**config.mk**
```make
export PLATFORM = sky130hd
export DESIGN_NAME = current_adc_frontend_clocking
export DESIGN_NICKNAME = d
export VERILOG_FILES = /design/src/common/cafe_pkg.sv /design/src/current_adc_frontend_clocking.sv /design/src/input_switch_ctrl.sv
export SDC_FILE = /design/constraint.sdc
export NUM_CORES = 1
export LEC_CHECK = 0
export BUFFER_PORTS_ARGS = -buffer_cell sky130_fd_sc_hd__buf_2
export CAP_MARGIN = 25
export CORE_AREA = 2 2 202 204
export CTS_CLUSTER_SIZE = 25
export DETAILED_ROUTE_END_ITERATION = 12
export DIE_AREA = 0 0 204 206
export PLACE_DENSITY = 0.78
export SYNTH_ARGS = -nofsm -noshare
export SYNTH_HDL_FRONTEND = slang
export SYNTH_HIERARCHICAL = 1
export SYNTH_SLANG_ARGS = --single-unit
```
**constraint.sdc**
```tcl
create_clock -name ref_clk -period 12 [get_ports ref_clk]
set_input_delay 2.4 -clock ref_clk [delete_from_list [all_inputs] [get_ports ref_clk]]
set_output_delay 2.4 -clock ref_clk [all_outputs]
set_load 0.02 [all_outputs]
```
**src/common/cafe_pkg.sv**
```systemverilog
// ************************************************************
// Shared constants and types
// ************************************************************
package cafe_pkg;
    // Register offsets
    localparam logic [7:0] ADR_CLK_CTRL = 8'h00;
    localparam logic [7:0] ADR_CFG_A = 8'h04;
    localparam logic [7:0] ADR_CFG_B = 8'h08;
    localparam logic [7:0] ADR_STATUS = 8'h0C;
    localparam logic [7:0] ADR_OC_THR = 8'h10;
    localparam logic [7:0] ADR_FSR_A = 8'h14;
    localparam logic [7:0] ADR_FSR_B = 8'h18;
    // Field positions
    localparam int CTRL_SRC_BIT = 0;
    localparam int CTRL_EN_LSB = 1;
    localparam int STAT_ACTIVE_BIT = 0;
    localparam int STAT_BUSY_BIT = 1;
    localparam int STAT_OC_LSB = 2;
    // Reset values
    localparam logic CLK_SRC_RST = 1'h0;
    localparam logic [1:0] CONV_EN_RST = 2'h0;
    localparam logic [3:0] CFG_RST = 4'h0;
    localparam logic [23:0] OC_THR_RST = 24'h7F_FFFF;
    // Timing
    localparam logic [63:0] REF_CLK_HZ = 64'h0000_0000_05F5_E100;
    localparam logic [63:0] OSC_HZ = 64'h0000_0000_007D_0000;
    localparam logic [31:0] NCO_INC = 32'((OSC_HZ << 32) / REF_CLK_HZ);
    // Converter scaling
    localparam int ADC_W = 24;
    localparam logic signed [31:0] FS_POS = 32'sh007F_FFFF;
    localparam logic signed [31:0] FS_NEG = -32'sh0080_0000;
    localparam logic signed [31:0] DSM_REF = 32'sh0080_0000;
    // Full-scale range per gain in nanovolts
    localparam logic [31:0] FSR_G4_NV = 32'h12A0_5F20;
    localparam logic [31:0] FSR_G8_NV = 32'h0950_2F90;
    localparam logic [31:0] FSR_G16_NV = 32'h04A8_17C8;
    localparam logic [31:0] FSR_G32_NV = 32'h0254_0DD8;

    typedef enum logic [1:0] {
        SEL_DIRECT = 2'h0,
        SEL_INVERT = 2'h1,
        SEL_SHORT = 2'h2,
        SEL_TEST = 2'h3
    } in_sel_t;

    typedef enum logic [1:0] {
        GAIN_4 = 2'h0,
        GAIN_8 = 2'h1,
        GAIN_16 = 2'h2,
        GAIN_32 = 2'h3
    } gain_t;

    typedef struct packed {
        gain_t gain;
        in_sel_t sel;
    } ch_cfg_t;

    typedef struct packed {
        logic sw_direct_path;
        logic sw_ground_short;
        logic sw_reference_leg;
        logic sw_inverted_leg;
        logic sw_test_signal;
    } sw_t;

    typedef enum logic [1:0] {
        ST_RUN_INT = 2'h0,
        ST_TO_EXT = 2'h1,
        ST_RUN_EXT = 2'h3,
        ST_TO_INT = 2'h2
    } src_state_t;
endpackage

```
**src/current_adc_frontend_clocking.sv**
```systemverilog
`timescale 1ns/1ps
`default_nettype none
module current_adc_frontend_clocking import cafe_pkg::*; #(
    parameter int IN_W = 20
) (
    // Clock and reset
    input wire logic ref_clk,
    input wire logic rst,
    // Wishbone slave
    input wire logic wb_cyc,
    input wire logic wb_stb,
    input wire logic wb_we,
    input wire logic [7:0] wb_adr,
    input wire logic [3:0] wb_sel,
    input wire logic [31:0] wb_dat_wr,
    output logic [31:0] wb_dat_rd,
    output logic wb_ack,
    // External main clock pin
    input wire logic ext_clk_pin,
    // Channel inputs: shunt_sample index 0 is section A, test_signal index 0 feeds section B
    input wire logic signed [IN_W-1:0] shunt_sample [2],
    input wire logic signed [IN_W-1:0] test_signal [2],
    // Channel outputs
    output sw_t sw_a,
    output sw_t sw_b,
    output logic [1:0] mod_bit,
    output logic mod_valid,
    output logic mod_clk,
    output logic [1:0] overcurrent,
    output logic clk_source_active
);
    // ************************************************************
    // Register file
    // ************************************************************
    logic clk_src_q, clk_src_d;
    logic [1:0] conv_en_q, conv_en_d;
    ch_cfg_t cfg_q [2];
    ch_cfg_t cfg_d [2];
    logic [23:0] oc_thr_q, oc_thr_d;
    logic [31:0] rd_q, rd_d;
    logic ack_q, ack_d;
    src_state_t state_q, state_d;
    logic [1:0] oc_q;

    function automatic logic [31:0] wmerge(input logic [31:0] old, input logic [31:0] nw, input logic [3:0] sel);
        logic [31:0] r;
        r = old;
        for (int i = 0; i < 4; i++) begin
            if (sel[i]) begin
                r[i*8 +: 8] = nw[i*8 +: 8];
            end
        end
        return r;
    endfunction

    function automatic logic [31:0] fsr_nv(input gain_t g);
        case (g)
            GAIN_4: return FSR_G4_NV;
            GAIN_8: return FSR_G8_NV;
            GAIN_16: return FSR_G16_NV;
            default: return FSR_G32_NV;
        endcase
    endfunction

    always_comb begin
        logic [31:0] m;
        m = '0;
        clk_src_d = clk_src_q;
        conv_en_d = conv_en_q;
        cfg_d = cfg_q;
        oc_thr_d = oc_thr_q;
        rd_d = rd_q;
        ack_d = wb_cyc && wb_stb && !ack_q;
        if (ack_d) begin
            rd_d = '0;
            case (wb_adr)
                ADR_CLK_CTRL: rd_d = {29'h0, conv_en_q, clk_src_q};
                ADR_CFG_A: rd_d = {28'h0, cfg_q[0]};
                ADR_CFG_B: rd_d = {28'h0, cfg_q[1]};
                ADR_STATUS: rd_d = {28'h0, oc_q, (state_q == ST_TO_EXT || state_q == ST_TO_INT),
                                    clk_source_active};
                ADR_OC_THR: rd_d = {8'h0, oc_thr_q};
                ADR_FSR_A: rd_d = fsr_nv(cfg_q[0].gain);
                ADR_FSR_B: rd_d = fsr_nv(cfg_q[1].gain);
                default: rd_d = '0;
            endcase
            if (wb_we) begin
                case (wb_adr)
                    ADR_CLK_CTRL: begin
                        m = wmerge({29'h0, conv_en_q, clk_src_q}, wb_dat_wr, wb_sel);
                        clk_src_d = m[CTRL_SRC_BIT];
                        conv_en_d = m[CTRL_EN_LSB +: 2];
                    end
                    ADR_CFG_A: begin
                        m = wmerge({28'h0, cfg_q[0]}, wb_dat_wr, wb_sel);
                        cfg_d[0] = ch_cfg_t'(m[3:0]);
                    end
                    ADR_CFG_B: begin
                        m = wmerge({28'h0, cfg_q[1]}, wb_dat_wr, wb_sel);
                        cfg_d[1] = ch_cfg_t'(m[3:0]);
                    end
                    ADR_OC_THR: begin
                        m = wmerge({8'h0, oc_thr_q}, wb_dat_wr, wb_sel);
                        oc_thr_d = m[23:0];
                    end
                    default: m = '0;
                endcase
            end
        end
    end

    always_ff @(posedge ref_clk) begin
        if (rst) begin
            clk_src_q <= CLK_SRC_RST;
            conv_en_q <= CONV_EN_RST;
            cfg_q[0] <= ch_cfg_t'(CFG_RST);
            cfg_q[1] <= ch_cfg_t'(CFG_RST);
            oc_thr_q <= OC_THR_RST;
            rd_q <= '0;
            ack_q <= 1'h0;
        end else begin
            clk_src_q <= clk_src_d;
            conv_en_q <= conv_en_d;
            cfg_q <= cfg_d;
            oc_thr_q <= oc_thr_d;
            rd_q <= rd_d;
            ack_q <= ack_d;
        end
    end

    assign wb_dat_rd = rd_q;
    assign wb_ack = ack_q;

    // ************************************************************
    // Main clock selection and modulator divider
    // ************************************************************
    logic ext_s1_q, ext_s2_q, ext_s3_q;
    logic ext_edge;
    logic [31:0] nco_q, nco_d;
    logic nco_carry;
    logic mclk_tick, mod_tick;
    logic mod_clk_q, mod_clk_d;
    logic active_q, active_d;

    assign ext_edge = ext_s2_q && !ext_s3_q;
    assign mclk_tick = (state_q == ST_RUN_EXT || state_q == ST_TO_INT) ? ext_edge : nco_carry;
    assign mod_tick = mclk_tick && !mod_clk_q;

    always_comb begin
        {nco_carry, nco_d} = {1'h0, nco_q} + {1'h0, NCO_INC};
        state_d = state_q;
        case (state_q)
            ST_RUN_INT: if (clk_src_q) state_d = ST_TO_EXT;
            ST_TO_EXT: begin
                if (!clk_src_q) begin
                    state_d = ST_RUN_INT;
                end else if (ext_edge) begin
                    state_d = ST_RUN_EXT;
                end
            end
            ST_RUN_EXT: if (!clk_src_q) state_d = ST_TO_INT;
            ST_TO_INT: if (ext_edge) state_d = ST_RUN_INT;
            default: state_d = ST_RUN_INT;
        endcase
        active_d = (state_d == ST_RUN_EXT || state_d == ST_TO_INT);
        mod_clk_d = mclk_tick ? !mod_clk_q : mod_clk_q;
    end

    always_ff @(posedge ref_clk) begin
        if (rst) begin
            ext_s1_q <= 1'h0;
            ext_s2_q <= 1'h0;
            ext_s3_q <= 1'h0;
            nco_q <= '0;
            state_q <= ST_RUN_INT;
            active_q <= 1'h0;
            mod_clk_q <= 1'h0;
        end else begin
            ext_s1_q <= ext_clk_pin;
            ext_s2_q <= ext_s1_q;
            ext_s3_q <= ext_s2_q;
            nco_q <= nco_d;
            state_q <= state_d;
            active_q <= active_d;
            mod_clk_q <= mod_clk_d;
        end
    end

    assign mod_clk = mod_clk_q;
    assign clk_source_active = active_q;

    // ************************************************************
    // Channels
    // ************************************************************
    logic signed [31:0] scaled [2];
    logic signed [31:0] int1_q [2];
    logic signed [31:0] int2_q [2];
    logic [1:0] bit_q;
    logic valid_q;

    generate
        for (genvar c = 0; c < 2; c++) begin : g_ch
            logic signed [31:0] x, g, fb, i1_d, i2_d;
            logic oc_d;
            always_comb begin
                case (cfg_q[c].sel)
                    SEL_DIRECT: x = 32'(shunt_sample[c]);
                    SEL_INVERT: x = -32'(shunt_sample[c]);
                    SEL_SHORT: x = '0;
                    default: x = 32'(test_signal[1-c]);
                endcase
                g = x <<< (32'(cfg_q[c].gain) + 32'h2);
                if (g > FS_POS) begin
                    scaled[c] = FS_POS;
                end else if (g < FS_NEG) begin
                    scaled[c] = FS_NEG;
                end else begin
                    scaled[c] = g;
                end
                fb = bit_q[c] ? DSM_REF : -DSM_REF;
                i1_d = int1_q[c] + scaled[c] - fb;
                i2_d = int2_q[c] + i1_d - fb;
                oc_d = (scaled[c] < 0 ? -scaled[c] : scaled[c]) > $signed({8'h0, oc_thr_q});
            end
            always_ff @(posedge ref_clk) begin
                if (rst || !conv_en_q[c]) begin
                    int1_q[c] <= '0;
                    int2_q[c] <= '0;
                    bit_q[c] <= 1'h0;
                    oc_q[c] <= 1'h0;
                end else if (mod_tick) begin
                    int1_q[c] <= i1_d;
                    int2_q[c] <= i2_d;
                    bit_q[c] <= !i2_d[31];
                    oc_q[c] <= oc_d;
                end
            end
        end
    endgenerate

    always_ff @(posedge ref_clk) begin
        if (rst) begin
            valid_q <= 1'h0;
        end else begin
            valid_q <= mod_tick && (conv_en_q != 2'h0);
        end
    end

    assign mod_bit = bit_q;
    assign mod_valid = valid_q;
    assign overcurrent = oc_q;

    input_switch_ctrl u_sw_a (.ref_clk(ref_clk), .rst(rst), .sel(cfg_q[0].sel), .sw_q(sw_a));
    input_switch_ctrl u_sw_b (.ref_clk(ref_clk), .rst(rst), .sel(cfg_q[1].sel), .sw_q(sw_b));
endmodule
`default_nettype wire

```
**src/input_switch_ctrl.sv**
```systemverilog
`timescale 1ns/1ps
`default_nettype none
// ************************************************************
// Input switch driver for one channel
// ************************************************************
module input_switch_ctrl import cafe_pkg::*; (
    // Clock and reset
    input wire logic ref_clk,
    input wire logic rst,
    // Selection and switches
    input wire in_sel_t sel,
    output sw_t sw_q
);
    sw_t sw_d;

    always_comb begin
        sw_d = '0;
        case (sel)
            SEL_DIRECT: begin
                sw_d.sw_direct_path = 1'h1;
                sw_d.sw_reference_leg = 1'h1;
            end
            SEL_INVERT: begin
                sw_d.sw_direct_path = 1'h1;
                sw_d.sw_inverted_leg = 1'h1;
            end
            SEL_SHORT: begin
                sw_d.sw_ground_short = 1'h1;
                sw_d.sw_reference_leg = 1'h1;
            end
            SEL_TEST: begin
                sw_d.sw_reference_leg = 1'h1;
                sw_d.sw_test_signal = 1'h1;
            end
            default: sw_d = '0;
        endcase
    end

    always_ff @(posedge ref_clk) begin
        if (rst) begin
            sw_q <= '0;
        end else begin
            sw_q <= sw_d;
        end
    end
endmodule
`default_nettype wire

```
==> results by group, run 1 <==
Detailed routing
  – Router iterations before antenna repair: 5
  – Residual DRC: 0
  – Iter 0 DRT Violations: 1642
  – Vias per cell: roughly 6
  – Routed vias: 21.9k
  – Wire per inst: ~18 µm
  – Routed wire length: between 60000 and 70000 µm
  – Routed Antenna Nets: 0

Timing
  – # setup viols final: 0
  – Hold Vio Cnt, Final: 0
  – Slew headroom: 0.373
  – Worst-Margin Slew: 0.937 ns
  – Max Freq: just under 90 MHz
  – Tcrit/Tclk final: 0.951
  – RSZ-0062 raised after global routing: no
  – Clk_skew: between 0.01 and 0.015 ns
  – Hold WS: between 0.4 and 0.5 ns
  – Final setup margin: 0.592 ns
  – Pins Over Slew Limit: 0
  – Post-layout min period: 11.41 ns

Worst setup path
  – Worst Setup End Kind: register
  – Arr. time, crit path: ~12 ns
  – CP top delay family: compound AO/OA/AOI/OAI gates
  – Slowest-stage cell, CP: or4_1
  – WP buf/inv: 3
  – CP dominant cell by count: nand2_1
  – CP max FO: 5
  – CP required: 12.32 ns
  – Critical path type: input pin to register
  – Largest stage delay, worst path: 0.62 ns
  – Critical Path Start Type: input pin

Cells and area
  – Fin cells: 3648
  – Fill count: 3456
  – Final #Nets: roughly 3.5k
  – Layout cells sized above 1: 0.108
  – Register area: 0.00613 mm²
  – ANT cells: 0
  – Area of the multi-input gates: 0.0158 mm²
  – Area growth from synthesis to layout: 9.69%

CTS
  – Num CTS Buffers: 28
  – CTS H-tree depth: 1
  – Clock buffer depth: 3
  – CTS tree: built
  – Post_cts resized: 0
  – Clk slew on worst S/H paths: about 0.060 ns
  – CTS root buffer: clkbuf_16
  – Worst skew pair latency: 0.57 ns
  – Hold buffers post-CTS: 0
  – Clk sinks: 242
  – Post-CTS setup buffer count: 0

Global routing
  – Antenna violations before repair: 0
  – Busiest grt layer: met2
  – Grt met2 use: 0.507
  – GRT Overall Usage: 0.297
  – Global-route wire length before repair: 103000 µm
  – Vias in the first global route: between 20k and 25k
  – Overflow after GRT: 0
  – GR Util met3: 0.0355
  – Grt met1 use: 0.398
  – Largest net degree at the start of global routing: 66

Power and ir drop
  – Leakage dissipation: 0.0123 µW
  – PnR Total Power: 3480 µW
  – Worst VDD drop: 0.0983 mV
  – Pwr Density: 134 mW/mm²

Floorplan
  – Rows: 74
  – Die W: 204 µm
  – Initial Util: 0.591
  – Num ports: 180
  – Die area: 0.0420 mm²
  – Die Ht: 206 µm
  – Core box area: 0.0402 mm²

Placed design
  – Worst slack, placed: -0.0750 ns
  – IO Port Bufs: 167
  – GP Congestion: about 0.94
  – HPWL after DPL: 48900 µm
  – Placed Instances: around 3.6k

Synthesis
  – Async SR Flop Fraction: 0
  – Main synth FF type: edfxtp_1
  – Number of synthesized register bits: 242
  – Mean Syn Cell Area: 7.98 µm²
  – Count of cell types in the netlist: 94
  – Post-synthesis cell area: 0.0237 mm²
  – Yosys warns: 6
  – Sequential cell area fraction in the yosys report: 0.258
  – Synth Instances: 2976
  – Post-synth EDFFs: 128

Run status
  – Status: finished, final reports clean

Worst hold path
  – Min-delay worst type: register to register

Run
  – Max cap viols: 0
Yosys cell counts, types with 7 or more instances:
master / n / share of area
a31o_2: 9 / 0.0033
a221oi_1: 11 / 0.0041
a22oi_1: 13 / 0.0041
buf_2: 9 / 0.0019
nor4_1: 12 / 0.0032
or2_2: 20 / 0.0053
ha_1: 277 / 0.15
nand2_1: 215 / 0.034
o31a_1: 7 / 0.0026
nor2b_1: 39 / 0.010
dfxtp_1: 114 / 0.096
fa_1: 28 / 0.024
nand4_1: 33 / 0.0087
a21o_1: 71 / 0.022
nor3b_1: 14 / 0.0044
nand3b_1: 20 / 0.0063
and4_1: 8 / 0.0030
o211ai_1: 23 / 0.0073
and3_1: 33 / 0.0087
xnor2_1: 85 / 0.031
nor2_1: 366 / 0.058
a211oi_1: 22 / 0.0070
o21bai_1: 15 / 0.0047
buf_1: 15 / 0.0024
a211o_1: 16 / 0.0059
a21oi_1: 217 / 0.046
mux2i_1: 22 / 0.0093
nand2b_1: 38 / 0.010
edfxtp_1: 128 / 0.16
or3_1: 27 / 0.0071
a21boi_0: 8 / 0.0025
nand3_1: 65 / 0.014
mux2_2: 7 / 0.0033
a41oi_1: 10 / 0.0037
o21a_1: 37 / 0.012
o311ai_0: 7 / 0.0026
a31oi_1: 33 / 0.0087
xor2_1: 81 / 0.030
nor3_1: 75 / 0.016
and2_1: 37 / 0.0098
o21ai_0: 115 / 0.024
mux4_2: 13 / 0.012
clkbuf_1: 88 / 0.014
inv_1: 373 / 0.059
o31ai_1: 17 / 0.0054
tightest hold or removal path: stages (launching register included):
cell     delay [ns]
dfxtp_1        0.31
nand2_1        0.05
a21oi_1        0.05
report_power, final:
| group | internal [µW] | switching [µW] | leakage, µW |
|---|---|---|---|
| Clock | 517 | 377 | 0.000495 |
| Sequential | 885 | 18.8 | 0.00251 |
| Combinational | 699 | 984 | 0.00929 |
sequential cells by signal, summed over array words and instances, names as in the netlist, 5 cells and up:
name         cells
nco_q           29
int1_q          64
int2_q          64
cfg_q            8
oc_thr_q        24
u_sw_a/sw_q      5
u_sw_b/sw_q      5
wb_dat_rd       28
cells in the final DEF (no fill, tap or decap), types with 20 or more instances in the layout:
| cell type | n |
|---|---|
| o21ai_0 | 115 |
| buf_4 | 38 |
| a21o_1 | 71 |
| clkbuf_16 | 32 |
| xnor2_1 | 85 |
| buf_2 | 166 |
| nand4_1 | 33 |
| nand2b_1 | 38 |
| nor2_1 | 366 |
| fa_1 | 28 |
| or2_2 | 20 |
| a31oi_1 | 33 |
| mux2i_1 | 22 |
| xor2_1 | 81 |
| a21oi_1 | 217 |
| nor2b_1 | 39 |
| o211ai_1 | 23 |
| nor3_1 | 75 |
| or3_1 | 26 |
| o21a_1 | 37 |
| and2_1 | 37 |
| inv_1 | 372 |
| edfxtp_1 | 128 |
| dfxtp_1 | 114 |
| nand3_1 | 65 |
| and3_1 | 33 |
| ha_1 | 277 |
| nand3b_1 | 20 |
| a211oi_1 | 22 |
| nand2_1 | 213 |
per-layer routing:
metal  vias up  wire, µm
met5         -         0
met4         0      1420
met3       112      4010
met2       714     30000
met1     10400     28500
li1      10700         -
path summary, 6_finish.rpt:
kind | startpoint | end | slack [ns] | depth (start not counted)
worst min-delay path | wb_dat_rd[17] | wb_dat_rd[17] | 0.45 | 2
worst min register to register | wb_dat_rd[17] | wb_dat_rd[17] | 0.45 | 2
worst max register to register | cfg_q[4] | int2_q[0][31] | 2.10 | 42
worst max-delay path | shunt_sample[37] | int2_q[0][31] | 0.59 | 42
cell families after synthesis:
family,after synthesis,synth area share
AO/OA/AOI/OAI,703,0.197
XOR/XNOR,168,0.0629
adder cells (fa/ha/maj),305,0.170
buffers and inverters,492,0.0795
flip-flops,242,0.258
multiplexers,43,0.0255
other,1,0.000158
AND/OR/NAND/NOR,1022,0.208
final cells by class:
type | instances | share of cell area
Multi-Input combinational cell | 2244 | 0.605
Sequential cell | 242 | 0.235
Inverter | 374 | 0.0539
Timing Repair Buffer | 204 | 0.0429
Clock buffer | 34 | 0.0318
Tap cell | 532 | 0.0256
Clock inverter | 18 | 0.00524
metrics by stage:
step                instance area, µm²  utilization  TNS, ns
finish                           26000        0.648        0
global route                     26000        0.648        0
CTS                              26000        0.648        0
detailed placement               25100        0.624   -0.106
global placement                 25100        0.624        0
floorplan                        23700            -        0
Note: power is estimated with default switching activity, not from simulation.
==> run 2, diff against run 1 <==
--- a/config.mk
+++ b/config.mk
@@ -14,5 +14,4 @@
 export PLACE_DENSITY = 0.78
 export SYNTH_ARGS = -nofsm -noshare
 export SYNTH_HDL_FRONTEND = slang
-export SYNTH_HIERARCHICAL = 1
 export SYNTH_SLANG_ARGS = --single-unit
==> results by group, run 2 <==
Timing
  – Worst-Margin Slew: 1.11 ns (+0.175 ns)
  – Post-layout min period: 11.17 ns (-0.242 ns)
  – Max Freq: 89.6 MHz (+2.2%)
  – Hold Vio Cnt, Final: 0 (unchanged)
  – Clk_skew: 0.0240 ns (+0.0114 ns)
  – Setup_tns: 0 ns (unchanged)
  – Slew headroom: 0.255 (-0.118)
  – RSZ-0062 raised after global routing: no
  – Tcrit/Tclk final: 0.931 (-0.0202)
  – Pins Over Slew Limit: 0 (unchanged)
  – # setup viols final: 0 (unchanged)

Detailed routing
  – Residual DRC: 0 (unchanged)
  – Vias per cell: 6.00 (about the same)
  – Routed vias: 21.9k (+0.11%)
  – Router iterations before antenna repair: 5 (unchanged)
  – Wire per inst: 17.9 µm (+2.0%)
  – Routed Antenna Nets: 0 (unchanged)
  – Routed wire length: 65200 µm (+2.1%)
  – Iter 0 DRT Violations: 1871 (+14%)

Worst setup path
  – Reg2Reg Depth: 42 (unchanged)
  – Worst flop-to-flop path startpoint: cfg_q[1]
  – Critical path type: input pin to register
  – Arr. time, crit path: 11.47 ns (-0.26 ns)
  – Largest stage delay, worst path: 0.60 ns (-0.02 ns)
  – CP required: 12.31 ns (about the same)
  – Worst Setup End Kind: register
  – Critical Path Start Type: input pin
  – CP dominant cell by count: ha_1
  – Slowest-stage cell, CP: or4_4
  – FF-to-FF setup slack: 2.49 ns (+0.39 ns)
  – CP max FO: 5 (unchanged)
  – RR Endpoint: mod_bit[1]

Synthesis
  – Post-synth top cells: inv_1 (397), nor2_1 (351), ha_1 (277)
  – Sequential cell area fraction in the yosys report: 0.259 (+0.000912)
  – Count of cell types in the netlist: 99 (+5.3%)
  – Number of synthesized register bits: 243 (+0.41%)
  – Area contributors post-synth: edfxtp_1 (16%), ha_1 (15%), dfxtp_1 (9.7%)
  – Post-synthesis cell area: 0.0237 mm² (about the same)
  – Main synth FF type: edfxtp_1
  – Yosys top cell area share: 0.162 (about the same)
  – Async SR Flop Fraction: 0 (unchanged)
  – Most frequent cell after synthesis: inv_1
  – Yosys warns: 0 (-6)
  – Synth Instances: 2964 (-0.40%)
  – Leading area contributor after synthesis: edfxtp_1
  – Mean Syn Cell Area: 8.01 µm² (+0.38%)
  – Post-synth EDFFs: 128 (unchanged)

Global routing
  – Vias in the first global route: 21.1k (+0.47%)
  – GRT Overall Usage: 0.305 (+0.00745)
  – Global-route wire length before repair: 105000 µm (+1.7%)
  – Overflow after GRT: 0 (unchanged)
  – Antenna violations before repair: 0 (unchanged)
  – Largest net degree at the start of global routing: 115 (+74%)

Cells and area
  – Fill count: 3408 (-1.4%)
  – Commonest non-fill, non-tap cell in the layout: inv_1
  – Final #Nets: 3532 (+0.085%)
  – ANT cells: 0 (unchanged)
  – Most frequent cells in the layout: inv_1 (396), nor2_1 (351), ha_1 (277)
  – Fin cells: 3651 (+0.082%)
  – Layout cells sized above 1: 0.109 (+0.000216)
  – Largest registers: int1_q: 64 flops, int2_q: 64 flops, nco_q: 29 flops
  – Area growth from synthesis to layout: 10.2%

CTS
  – Clk sinks: 243 (+0.41%)
  – Num CTS Buffers: 29 (+3.6%)
  – CTS H-tree depth: 1 (unchanged)
  – CTS tree: built
  – Post-CTS setup buffer count: 0 (unchanged)
  – Hold buffers post-CTS: 0 (unchanged)
  – CTS root buffer: clkbuf_16
  – Worst skew pair latency: 0.58 ns (about the same)
  – Clk slew on worst S/H paths: 0.06 ns (about the same)
  – Post_cts resized: 0 (unchanged)
  – Clock buffer depth: 3 (unchanged)

Power and ir drop
  – Combinational share of power: 0.501 (+0.017)
  – NetSw: 1460 µW (+6.2%)
  – Pwr Density: 139 mW/mm² (+4.2%)
  – Sequential share of power: 0.250 (-0.010)
  – Pint: 2180 µW (+3.7%)
  – Clk pwr share: 0.249 (-0.008)
  – Sw frac: 0.402 (+0.00562)
  – Leakage dissipation: 0.0124 µW (+0.69%)
  – Worst VDD drop: 0.141 mV (+43%)

Run
  – Max cap viols: 0 (unchanged)

Floorplan
  – Die Ht: 206 µm (unchanged)
  – Num ports: 180 (unchanged)
  – Die area: 0.0420 mm² (unchanged)
  – Initial Util: 0.591 (about the same)
  – Core box area: 0.0402 mm² (unchanged)
  – Rows: 74 (unchanged)
  – Die W: 204 µm (unchanged)

Placed design
  – Placed Instances: 3596 (unchanged)
  – IO Port Bufs: 167 (unchanged)
  – HPWL after DPL: 49800 µm (+1.8%)
  – GP Congestion: 0.936 (-0.96%)

Worst hold path
  – Worst-case hold path end point: ext_s2_q
  – Min-delay worst type: register to register
  – Hold depth: 1 (-1)
  – Hold Startpoint: ext_s1_q

Run status
  – Status: finished, final reports clean
## run 2: worst max-delay path by stage
stage / from / end / slack [ns]
final: shunt_sample[20] / int2_q[0][29] / 0.83
after detailed placement: shunt_sample[0] / mod_bit[1] / 0.46
after global placement: shunt_sample[0] / mod_bit[1] / 0.70
after global routing: shunt_sample[20] / mod_bit[0] / 0.21
after CTS: shunt_sample[20] / mod_bit[0] / 1.01
after floorplan: shunt_sample[20] / mod_bit[0] / 1.20
## run 2: metal layers
layer,track usage,part of all wire,vias to the layer above
met2,0.505,0.46,755
met5,0,0,-
li1,-,-,10600
met1,0.401,0.44,10300
met3,0.0451,0.066,167
met4,0.121,0.039,0
## run 2: per-stage QoR
step	instance area [µm²]	utilization	total power [µW]	hold WS, ns	setup WS [ns]
final	26200	0.651	3640	0.444	0.834
after global routing	26200	0.651	3910	0.460	0.212
after CTS	26100	0.650	3640	0.447	1.01
after detailed placement	25100	0.625	2700	0.436	0.464
after global placement	25100	0.625	2630	0.417	0.698
after floorplan	23700	-	2310	0.414	1.20
## run 2: kinds of logic (layout without fill, tap and decap cells)
family	Yosys count	in the layout	share of synthesized area
AND/OR/NAND/NOR	990	990	0.199
AO/OA/AOI/OAI	696	696	0.195
buffers and inverters	507	660	0.0809
adder cells (fa/ha/maj)	305	305	0.170
flip-flops	243	243	0.259
XOR/XNOR	170	170	0.0639
multiplexers	52	52	0.0324
other	1	3	0.000158
## run 2: worst max-delay path: cells and delay by family
family | cells | cell delay (ns)
AO/OA/AOI/OAI | 17 | 3.94
XOR/XNOR | 1 | 0.16
adder cells (fa/ha/maj) | 6 | 1.70
buffers and inverters | 7 | 0.60
multiplexers | 2 | 0.32
AND/OR/NAND/NOR | 9 | 2.33
## run 2: cell type report
class	count	area, µm²	area share
timing repair buffer	207	1180	0.0451
clock buffer	39	881	0.0337
multi-input combinational	2216	15700	0.600
tap	532	666	0.0254
clock inverter	14	100	0.00383
inverter	400	1500	0.0574
sequential	243	6150	0.235
## run 2: power groups by stage
stage	sequential [µW]	combinational (µW)	clock [µW]
after floorplan	928	1380	0
after global placement	926	1700	0
after detailed placement	929	1770	0
after CTS	911	1800	920
after global routing	914	2040	956
final	912	1830	907
